==> src/hw/pin_mux_pkg.sv <==
// Purpose: Shared constants and types for the programmable pin block
// Assumes: 100 MHz system clock, 32-bit classic Wishbone register bus
// Notes: Ground speed is unsigned fixed point, metres per second Q8.8
`default_nettype none

package pin_mux_pkg;

  // ---------------------------------------------------------------
  // Function selection
  // ---------------------------------------------------------------
  typedef enum logic [1:0] {
    FN_NONE        = 2'h0,
    FN_POS_LOST    = 2'h1,
    FN_SPEED_PULSE = 2'h2,
    FN_LED         = 2'h3
  } pin_func_t;

  localparam int ARG_W = 12;

  typedef struct packed {
    logic [ARG_W-1:0] function_argument;
    pin_func_t func;
  } pin_cfg_t;

  // ---------------------------------------------------------------
  // Register map (byte addresses) and field positions
  // ---------------------------------------------------------------
  localparam logic [7:0] PIN0_CFG_OFF = 8'h00;
  localparam logic [7:0] PIN1_CFG_OFF = 8'h04;
  localparam logic [7:0] EVENT_CFG_OFF = 8'h08;
  localparam logic [7:0] STATUS_OFF = 8'h0C;

  localparam int CFG_FUNC_LSB = 0;
  localparam int CFG_ARG_LSB = 16;
  localparam int EV_EDGE_BIT = 0;
  localparam int EV_ENABLE_BIT = 1;
  localparam int ST_PIN0_BIT = 0;
  localparam int ST_PIN1_BIT = 1;
  localparam int ST_POS_VALID_BIT = 2;
  localparam int ST_IN_RANGE_BIT = 3;
  localparam int ST_EVENT_BIT = 4;
  localparam int ST_LOST0_BIT = 5;
  localparam int ST_LOST1_BIT = 6;

  // ---------------------------------------------------------------
  // Reset values
  // ---------------------------------------------------------------
  localparam pin_cfg_t CFG_RESET = '{function_argument: 12'h000,
                                     func: FN_NONE};
  localparam logic EDGE_RESET = 1'b0;
  localparam logic EVENT_EN_RESET = 1'b0;
  localparam logic PIN_RESET = 1'b1;

  // ---------------------------------------------------------------
  // Argument codes
  // ---------------------------------------------------------------
  localparam logic [ARG_W-1:0] ARG_RSP_ON = 12'h001;
  localparam logic [ARG_W-1:0] ARG_LED_RED = 12'h001;
  localparam logic [ARG_W-1:0] ARG_LED_GREEN = 12'h002;
  localparam logic [ARG_W-1:0] TIMEOUT_MIN_S = 12'h001;
  localparam logic [ARG_W-1:0] TIMEOUT_MAX_S = 12'hE10;

  // ---------------------------------------------------------------
  // Timing
  // ---------------------------------------------------------------
  localparam longint CLK_HZ = 100_000_000;
  localparam longint SECOND_S = 1;
  localparam int unsigned TICKS_PER_SEC = 32'(SECOND_S * CLK_HZ);

  // ---------------------------------------------------------------
  // Speed pulse generator
  // ---------------------------------------------------------------
  localparam int SPEED_W = 16;
  localparam int SPEED_FRAC = 8;
  localparam int ACC_W = 40;
  localparam longint RSP_HZ_PER_MPS = 94;
  // Phase step per Q8.8 speed unit: 94 * 2^(ACC_W-FRAC) / CLK_HZ
  localparam logic [15:0] RSP_INC_K =
    16'((RSP_HZ_PER_MPS << (ACC_W - SPEED_FRAC)) / CLK_HZ);
  // Limits in tenths of km/h, turned into Q8.8 m/s
  localparam longint SPEED_MIN_KMH_X10 = 8;
  localparam longint SPEED_MAX_KMH_X10 = 3220;
  localparam logic [SPEED_W-1:0] SPEED_MIN_Q =
    16'(((SPEED_MIN_KMH_X10 << SPEED_FRAC) + 35) / 36);
  localparam logic [SPEED_W-1:0] SPEED_MAX_Q =
    16'((SPEED_MAX_KMH_X10 << SPEED_FRAC) / 36);

endpackage

`default_nettype wire

==> src/hw/pin_function_mux.sv <==
// Purpose: Programmable connector pins and event-marker edge selector
// Assumes: All inputs synchronous to clk_i; Wishbone classic slave
// Notes: Pin outputs and event pulse are registered
//
// Added by the designer: the Wishbone interface to the registers and the register offsets.
`default_nettype none

module pin_function_mux #(
  parameter int unsigned TICKS_PER_SEC = pin_mux_pkg::TICKS_PER_SEC
) (
  input wire logic clk_i,
  input wire logic rst_i,
  input wire logic wb_cyc_i,
  input wire logic wb_stb_i,
  input wire logic wb_we_i,
  input wire logic [7:0] wb_adr_i,
  input wire logic [3:0] wb_sel_i,
  input wire logic [31:0] wb_dat_i,
  output logic [31:0] wb_dat_o,
  output logic wb_ack_o,
  input wire logic pos_valid_i,
  input wire logic restart_i,
  input wire logic [15:0] ground_speed_i,
  input wire logic led_red_i,
  input wire logic led_green_i,
  input wire logic event_marker_i,
  output logic event_pulse_o,
  output logic prog_pin_zero_o,
  output logic prog_pin_one_o
);

  localparam int AW = pin_mux_pkg::ACC_W;
  localparam int W = pin_mux_pkg::ARG_W;

  // ---------------------------------------------------------------
  // Helpers
  // ---------------------------------------------------------------
  function automatic logic [31:0] merge_bytes(input logic [31:0] old_w,
                                              input logic [31:0] new_w,
                                              input logic [3:0] sel);
    logic [31:0] res;
    res = old_w;
    for (int b = 0; b < 4; b++) begin
      if (sel[b]) begin
        res[b*8 +: 8] = new_w[b*8 +: 8];
      end
    end
    return res;
  endfunction

  function automatic logic [31:0] cfg_word(input pin_mux_pkg::pin_cfg_t c);
    logic [31:0] w;
    w = 32'h0000_0000;
    w[pin_mux_pkg::CFG_FUNC_LSB +: 2] = c.func;
    w[pin_mux_pkg::CFG_ARG_LSB +: W] = c.function_argument;
    return w;
  endfunction

  function automatic pin_mux_pkg::pin_cfg_t word_cfg(input logic [31:0] w);
    pin_mux_pkg::pin_cfg_t c;
    c.func = pin_mux_pkg::pin_func_t'(w[pin_mux_pkg::CFG_FUNC_LSB +: 2]);
    c.function_argument = w[pin_mux_pkg::CFG_ARG_LSB +: W];
    return c;
  endfunction

  // ---------------------------------------------------------------
  // Register bus and configuration
  // ---------------------------------------------------------------
  pin_mux_pkg::pin_cfg_t cfg_q [2];
  pin_mux_pkg::pin_cfg_t cfg_d [2];
  logic edge_sel_q, edge_sel_d;
  logic event_en_q, event_en_d;
  logic event_flag_q, event_flag_d;
  logic ack_q, ack_d;
  logic [31:0] rdata_q, rdata_d;
  logic [1:0] assign_lost;
  logic [1:0] lost_q, lost_d;
  logic [1:0] pin_q, pin_d;
  logic in_range;
  logic ev_hit;

  logic req;
  logic wr;
  logic [31:0] ev_word;
  logic [31:0] st_word;
  logic [31:0] new_w;

  always_comb begin
    req = wb_cyc_i & wb_stb_i & ~ack_q;
    wr = req & wb_we_i;
    cfg_d = cfg_q;
    edge_sel_d = edge_sel_q;
    event_en_d = event_en_q;
    assign_lost = 2'b00;
    ack_d = req;
    rdata_d = 32'h0000_0000;
    new_w = 32'h0000_0000;
    ev_word = 32'h0000_0000;
    ev_word[pin_mux_pkg::EV_EDGE_BIT] = edge_sel_q;
    ev_word[pin_mux_pkg::EV_ENABLE_BIT] = event_en_q;
    st_word = 32'h0000_0000;
    st_word[pin_mux_pkg::ST_PIN0_BIT] = pin_q[0];
    st_word[pin_mux_pkg::ST_PIN1_BIT] = pin_q[1];
    st_word[pin_mux_pkg::ST_POS_VALID_BIT] = pos_valid_i;
    st_word[pin_mux_pkg::ST_IN_RANGE_BIT] = in_range;
    st_word[pin_mux_pkg::ST_EVENT_BIT] = event_flag_q;
    st_word[pin_mux_pkg::ST_LOST0_BIT] = lost_q[0];
    st_word[pin_mux_pkg::ST_LOST1_BIT] = lost_q[1];
    // Hardware set wins over a software clear in the same cycle
    event_flag_d = ev_hit | event_flag_q;
    for (int i = 0; i < 2; i++) begin
      if (wr && wb_adr_i == (i == 0 ? pin_mux_pkg::PIN0_CFG_OFF
                                    : pin_mux_pkg::PIN1_CFG_OFF)) begin
        new_w = merge_bytes(cfg_word(cfg_q[i]), wb_dat_i, wb_sel_i);
        cfg_d[i] = word_cfg(new_w);
        assign_lost[i] = (cfg_d[i].func == pin_mux_pkg::FN_POS_LOST) &&
                         (cfg_q[i].func != pin_mux_pkg::FN_POS_LOST);
      end
    end
    if (wr && wb_adr_i == pin_mux_pkg::EVENT_CFG_OFF) begin
      if (wb_sel_i[0]) begin
        edge_sel_d = wb_dat_i[pin_mux_pkg::EV_EDGE_BIT];
        event_en_d = wb_dat_i[pin_mux_pkg::EV_ENABLE_BIT];
      end
    end
    if (wr && wb_adr_i == pin_mux_pkg::STATUS_OFF && wb_sel_i[0] &&
        wb_dat_i[pin_mux_pkg::ST_EVENT_BIT] && !ev_hit) begin
      event_flag_d = 1'b0;
    end
    if (req && !wb_we_i) begin
      case (wb_adr_i)
        pin_mux_pkg::PIN0_CFG_OFF: rdata_d = cfg_word(cfg_q[0]);
        pin_mux_pkg::PIN1_CFG_OFF: rdata_d = cfg_word(cfg_q[1]);
        pin_mux_pkg::EVENT_CFG_OFF: rdata_d = ev_word;
        pin_mux_pkg::STATUS_OFF: rdata_d = st_word;
        default: rdata_d = 32'h0000_0000;
      endcase
    end
  end

  always_ff @(posedge clk_i) begin
    if (rst_i) begin
      cfg_q[0] <= pin_mux_pkg::CFG_RESET;
      cfg_q[1] <= pin_mux_pkg::CFG_RESET;
      edge_sel_q <= pin_mux_pkg::EDGE_RESET;
      event_en_q <= pin_mux_pkg::EVENT_EN_RESET;
      event_flag_q <= 1'b0;
      ack_q <= 1'b0;
      rdata_q <= 32'h0000_0000;
    end else begin
      cfg_q <= cfg_d;
      edge_sel_q <= edge_sel_d;
      event_en_q <= event_en_d;
      event_flag_q <= event_flag_d;
      ack_q <= ack_d;
      rdata_q <= rdata_d;
    end
  end

  assign wb_ack_o = ack_q;
  assign wb_dat_o = rdata_q;

  // ---------------------------------------------------------------
  // Position monitor and speed accumulator
  // ---------------------------------------------------------------
  logic [31:0] presc_q, presc_d;
  logic [W-1:0] lost_secs_q, lost_secs_d;
  logic [AW-1:0] acc_q, acc_d;
  logic sec_tick;
  logic [W-1:0] limit;

  always_comb begin
    sec_tick = (presc_q == 32'(TICKS_PER_SEC - 1));
    // Second count restarts at each loss so a timeout is full seconds
    if (pos_valid_i || sec_tick) begin
      presc_d = 32'h0000_0000;
    end else begin
      presc_d = presc_q + 32'h0000_0001;
    end
    lost_secs_d = lost_secs_q;
    if (pos_valid_i) begin
      lost_secs_d = '0;
    end else if (sec_tick && lost_secs_q != {W{1'b1}}) begin
      lost_secs_d = lost_secs_q + 1'b1;
    end
    lost_d = lost_q;
    limit = '0;
    for (int i = 0; i < 2; i++) begin
      limit = cfg_q[i].function_argument;
      if (limit < pin_mux_pkg::TIMEOUT_MIN_S) begin
        limit = pin_mux_pkg::TIMEOUT_MIN_S;
      end
      if (!pos_valid_i) begin
        lost_d[i] = lost_q[i] | (lost_secs_q >= limit)
                    | assign_lost[i];
      end else begin
        lost_d[i] = 1'b0;
      end
      if (restart_i) begin
        lost_d[i] = 1'b1;
      end
    end
    in_range = (ground_speed_i >= pin_mux_pkg::SPEED_MIN_Q) &&
               (ground_speed_i <= pin_mux_pkg::SPEED_MAX_Q);
    if (in_range) begin
      acc_d = acc_q + AW'(ground_speed_i) *
                      AW'(pin_mux_pkg::RSP_INC_K);
    end else begin
      acc_d = '0;
    end
  end

  always_ff @(posedge clk_i) begin
    if (rst_i) begin
      presc_q <= 32'h0000_0000;
      lost_secs_q <= '0;
      lost_q <= 2'b00;
      acc_q <= '0;
    end else begin
      presc_q <= presc_d;
      lost_secs_q <= lost_secs_d;
      lost_q <= lost_d;
      acc_q <= acc_d;
    end
  end

  // ---------------------------------------------------------------
  // Pin drivers and event marker
  // ---------------------------------------------------------------
  logic ev_prev_q, ev_prev_d;
  logic ev_armed_q, ev_armed_d;
  logic ev_pulse_q, ev_pulse_d;

  always_comb begin
    for (int i = 0; i < 2; i++) begin
      case (cfg_q[i].func)
        pin_mux_pkg::FN_NONE: pin_d[i] = 1'b1;
        pin_mux_pkg::FN_POS_LOST: pin_d[i] = ~lost_d[i];
        pin_mux_pkg::FN_SPEED_PULSE: begin
          // MSB of the accumulator gives an even duty square wave
          if (cfg_q[i].function_argument == pin_mux_pkg::ARG_RSP_ON &&
              in_range) begin
            pin_d[i] = acc_q[AW-1];
          end else begin
            pin_d[i] = 1'b1;
          end
        end
        pin_mux_pkg::FN_LED: begin
          if (cfg_q[i].function_argument == pin_mux_pkg::ARG_LED_RED) begin
            pin_d[i] = led_red_i;
          end else if (cfg_q[i].function_argument ==
                       pin_mux_pkg::ARG_LED_GREEN) begin
            pin_d[i] = led_green_i;
          end else begin
            pin_d[i] = 1'b1;
          end
        end
        default: pin_d[i] = 1'b1;
      endcase
    end
    ev_prev_d = event_marker_i;
    ev_armed_d = 1'b1;
    ev_hit = ev_armed_q & event_en_q &
             (edge_sel_q ? (ev_prev_q & ~event_marker_i)
                         : (~ev_prev_q & event_marker_i));
    ev_pulse_d = ev_hit;
  end

  always_ff @(posedge clk_i) begin
    if (rst_i) begin
      pin_q <= {2{pin_mux_pkg::PIN_RESET}};
      ev_prev_q <= 1'b0;
      ev_armed_q <= 1'b0;
      ev_pulse_q <= 1'b0;
    end else begin
      pin_q <= pin_d;
      ev_prev_q <= ev_prev_d;
      ev_armed_q <= ev_armed_d;
      ev_pulse_q <= ev_pulse_d;
    end
  end

  assign prog_pin_zero_o = pin_q[0];
  assign prog_pin_one_o = pin_q[1];
  assign event_pulse_o = ev_pulse_q;

endmodule

`default_nettype wire

==> config.mk <==
export PLATFORM = sky130hd
export DESIGN_NAME = pin_function_mux
export DESIGN_NICKNAME = d
export VERILOG_FILES = /design/src/hw/pin_mux_pkg.sv /design/src/hw/pin_function_mux.sv
export SDC_FILE = /design/constraint.sdc
export NUM_CORES = 1
export LEC_CHECK = 0
export ABC_AREA = 1
export BUFFER_PORTS_ARGS = -buffer_cell sky130_fd_sc_hd__buf_2
export CAP_MARGIN = 20
export CORE_ASPECT_RATIO = 0.75
export CORE_MARGIN = 5
export CORE_UTILIZATION = 56
export DETAILED_ROUTE_END_ITERATION = 10
export PLACE_DENSITY = 0.79
export SLEW_MARGIN = 20
export SYNTH_ARGS = -nofsm -noshare
export SYNTH_HDL_FRONTEND = slang
export SYNTH_SLANG_ARGS = --single-unit
==> constraint.sdc <==
create_clock -name clk_i -period 4.05 [get_ports clk_i]
set_input_delay 0.2025 -clock clk_i [delete_from_list [all_inputs] [get_ports clk_i]]
set_output_delay 0.2025 -clock clk_i [all_outputs]
set_load 0.005 [all_outputs]
==> summary.txt <==
status = complete, but fails checks
violations in the final reports = setup timing
detailed-route vias per instance = 5.27
Final Core Density = 69.1%
final setup violation count = 12
number of buffers on the longest clock path = 2
half-perimeter wire length of the detailed placement result = 26100 µm
slew margin rel. = 27.5%
HP Class = in -> reg
wire length the detailed router placed on met1 = 15500 µm
vias in the first global route = 11100
met2 wire length = 14700 µm
leading cell type by number of instances after synthesis = sky130_fd_sc_hd__inv_1
Seq/Total Area, Yosys = 23.0%
total power divided by cell area = 893 mW/mm²
final wirelength = 33600 µm
number of inserted filler cells in the final layout = 1804
most used standard cells in the synthesized netlist = 400 x sky130_fd_sc_hd__inv_1, 329 x sky130_fd_sc_hd__nand2_1, 170 x sky130_fd_sc_hd__nor2_1
total routing usage reported by global routing = 25.7%
gate count of the mapped netlist = 1715
MaxCap Viol Count = 0
DRC marker count from the first detailed-route iteration = 1025
sort of element at the start of the critical path = input pin
leakage dissipation = 7.31 nW
dominant register cell in the synthesized netlist = sky130_fd_sc_hd__dfxtp_1
area share of the largest cell type after synthesis = 23.0%
timing startpoint of the critical path = ground_speed_i[4]
RSZ-0062 raised after global routing = yes
critical path class = in -> reg
flop and latch count out of synthesis = 142
global route total overflow = 0
YS warnings = 0
nature of the critical path endpoint = register
proportion of synthesized flip-flops having asynchronous set or reset = 0%
Detailed Routing Iterations Pass 1 = 5
maximum fanout count along the critical path = 4
total power after layout = 13.5 mW
Worst-Margin Slew = 1.09 ns
Clock Latency Late Sink = 0.43 ns
synthesized area = 0.0123 mm²
die area = 0.0251 mm²
antenna cells = 0
Chip Height = 139 µm
global-route wire length before repair = 53500 µm
pins over their slew limit = 0
clock tree from TritonCTS = yes
cts bufs inserted = 17
number of hold-slack violations in the final timing report = 0
Row Count = 47
area leader, netlist = sky130_fd_sc_hd__dfxtp_1
IO Count = 106
top layer reached by signal wires = met4
share of the clock period used by the worst path = 103%
critical hold path startpoint = event_marker_i
final clock skew = 0.0162 ns
share of final-layout standard cells stronger than drive strength 1 = 20.6%
root buffer cell = sky130_fd_sc_hd__clkbuf_16
post-route ant nets = 0
average routed wire per standard cell = 15.2 µm
maximum resistive drop on vdd = 969 µV
count of port buffers added during placement = 74
Clock Pin Slew Worst Setup and Hold Paths = 0.07 ns
data required time at the worst endpoint = 4.31 ns
clock sink count = 142
setup slack of the critical path after layout = -0.121 ns
worst hold margin = 0.0435 ns
horizontal die dimension = 181 µm
Post-Route Setup TNS = -0.795 ns
detailed route wirelength on metal3 = 2840 µm
Tmin final = 4.17 ns
core box area = 0.0219 mm²
final layout net count = 2203
Final Wtd Congestion = 0.924
Max Clock Freq = 0.240 GHz
CTS H-tree lvls = 4
number of enable flip-flop cells after synthesis = 0
cell types occupying the most area after synthesis = sky130_fd_sc_hd__dfxtp_1 23%, sky130_fd_sc_hd__fa_1 14%, sky130_fd_sc_hd__ha_1 14%
initial antenna violation count = 0
Post-route DRC = 0
Post-Place Setup Slack = -0.658 ns
maximum number of pins on one net before global-route repair = 35
initial cell density of the core = 56.4%
number of distinct library cells after synthesis = 40
average footprint of a synthesized cell = 7.19 µm²
routed via count = 11600
reg-to-reg critical path startpoint = acc_q[9]
synthesis-to-finish area growth = 22.5%
Arrival @ worst endpoint = 4.43 ns
critical path, stage by stage:
cell	delay (ns)
sky130_fd_sc_hd__buf_6	0.11
sky130_fd_sc_hd__buf_4	0.14
sky130_fd_sc_hd__fa_1	0.53
sky130_fd_sc_hd__inv_1	0.10
sky130_fd_sc_hd__fa_2	0.58
sky130_fd_sc_hd__fa_1	0.44
sky130_fd_sc_hd__fa_2	0.59
sky130_fd_sc_hd__fa_1	0.42
sky130_fd_sc_hd__inv_1	0.11
sky130_fd_sc_hd__ha_4	0.23
sky130_fd_sc_hd__a21oi_2	0.27
sky130_fd_sc_hd__o21bai_2	0.14
sky130_fd_sc_hd__a21oi_2	0.15
sky130_fd_sc_hd__nand2_1	0.13
sky130_fd_sc_hd__nand3_1	0.12
sky130_fd_sc_hd__nand2_1	0.06
sky130_fd_sc_hd__nand2_1	0.05
sky130_fd_sc_hd__a21oi_1	0.06
final timing paths:
check,end,cells past startpoint,slack (ns)
max,acc_q[24],18,-0.12
min reg2reg,wb_dat_o[4],2,0.45
max reg2reg,acc_q[35],18,0.14
min,ev_prev_q,3,0.04
layout by cell type, fill, tap and decap left out, drive strengths merged:
| cell type | count |
|---|---|
| inv | 410 |
| nand2 | 332 |
| buf | 188 |
| nor2 | 174 |
| dfxtp | 142 |
| ha | 140 |
| a21oi | 120 |
| fa | 89 |
| nand3 | 79 |
| o21ai | 62 |
| xor2 | 29 |
| nor3 | 28 |
| nand4 | 24 |
| clkbuf | 20 |
| nor4 | 18 |
| o22ai | 16 |
| conb | 13 |
| or2 | 7 |
| clkinvlp | 6 |
| xnor2 | 5 |
| a21o | 3 |
| o21bai | 3 |
| o41ai | 2 |
| a21boi | 1 |
| and2 | 1 |
| nor3b | 1 |
| o211ai | 1 |
| nand3b | 1 |
| clkinv | 1 |
| dlygate4sd3 | 1 |
sequential cells by signal, indices dropped and copies added, names as in the netlist:
name,flops
event_flag_q,1
pin_q,2
ev_prev_q,1
wb_ack_o,1
cfg_q,28
wb_dat_o,19
lost_secs_q,12
event_pulse_o,1
ev_armed_q,1
event_en_q,1
acc_q,40
edge_sel_q,1
lost_q,2
presc_q,32
repair_timing:
action | CTS | global route
endpoints found under the hold margin | 1 | 0
pin swaps | 23 | 70
endpoints found under the setup margin | 24 | 28
gates resized for setup | 58 | 133
hold buffers | 1 | 0
buffers inserted | 6 | 9
metrics by stage:
| step | cell area [µm²] | cells |
|---|---|---|
| after floorplan | 12500 | 1727 |
| after global placement | 13800 | 2163 |
| after detailed placement | 13800 | 2163 |
| after CTS | 14600 | 2202 |
| after global routing | 15100 | 2211 |
| final | 15100 | 2211 |
cells by family after synthesis:
kind of cell    share of synthesized area [%]
compound gates                           8.89
other cells                            0.0304
xor+xnor                                 2.41
fa+ha+maj                                28.6
buf+inv                                  14.0
simple gates                             23.0
flops                                    23.0
layout make-up:
type / count / area, µm² / share of cell area, %
inverters: 403 / 1530 / 10.1
multi-input cells: 1149 / 8510 / 56.3
flip-flops and latches: 142 / 2840 / 18.8
repair buffers: 191 / 1320 / 8.71
well taps: 294 / 368 / 2.43
clock buffers: 18 / 429 / 2.84
clock inverters: 14 / 124 / 0.820
power breakdown:
group	switching (mW)	leakage [nW]	internal, mW
clock network	0.689	0.256	0.805
logic	5.97	5.90	4.54
registers	0.0248	1.15	1.47
per-layer routing:
layer	track usage, %	vias up
met3	4.75	52
li1	-	5679
met4	5.53	0
met2	38.8	470
met5	0	-
met1	38.7	5442
Power figures use the tool's default switching activity.
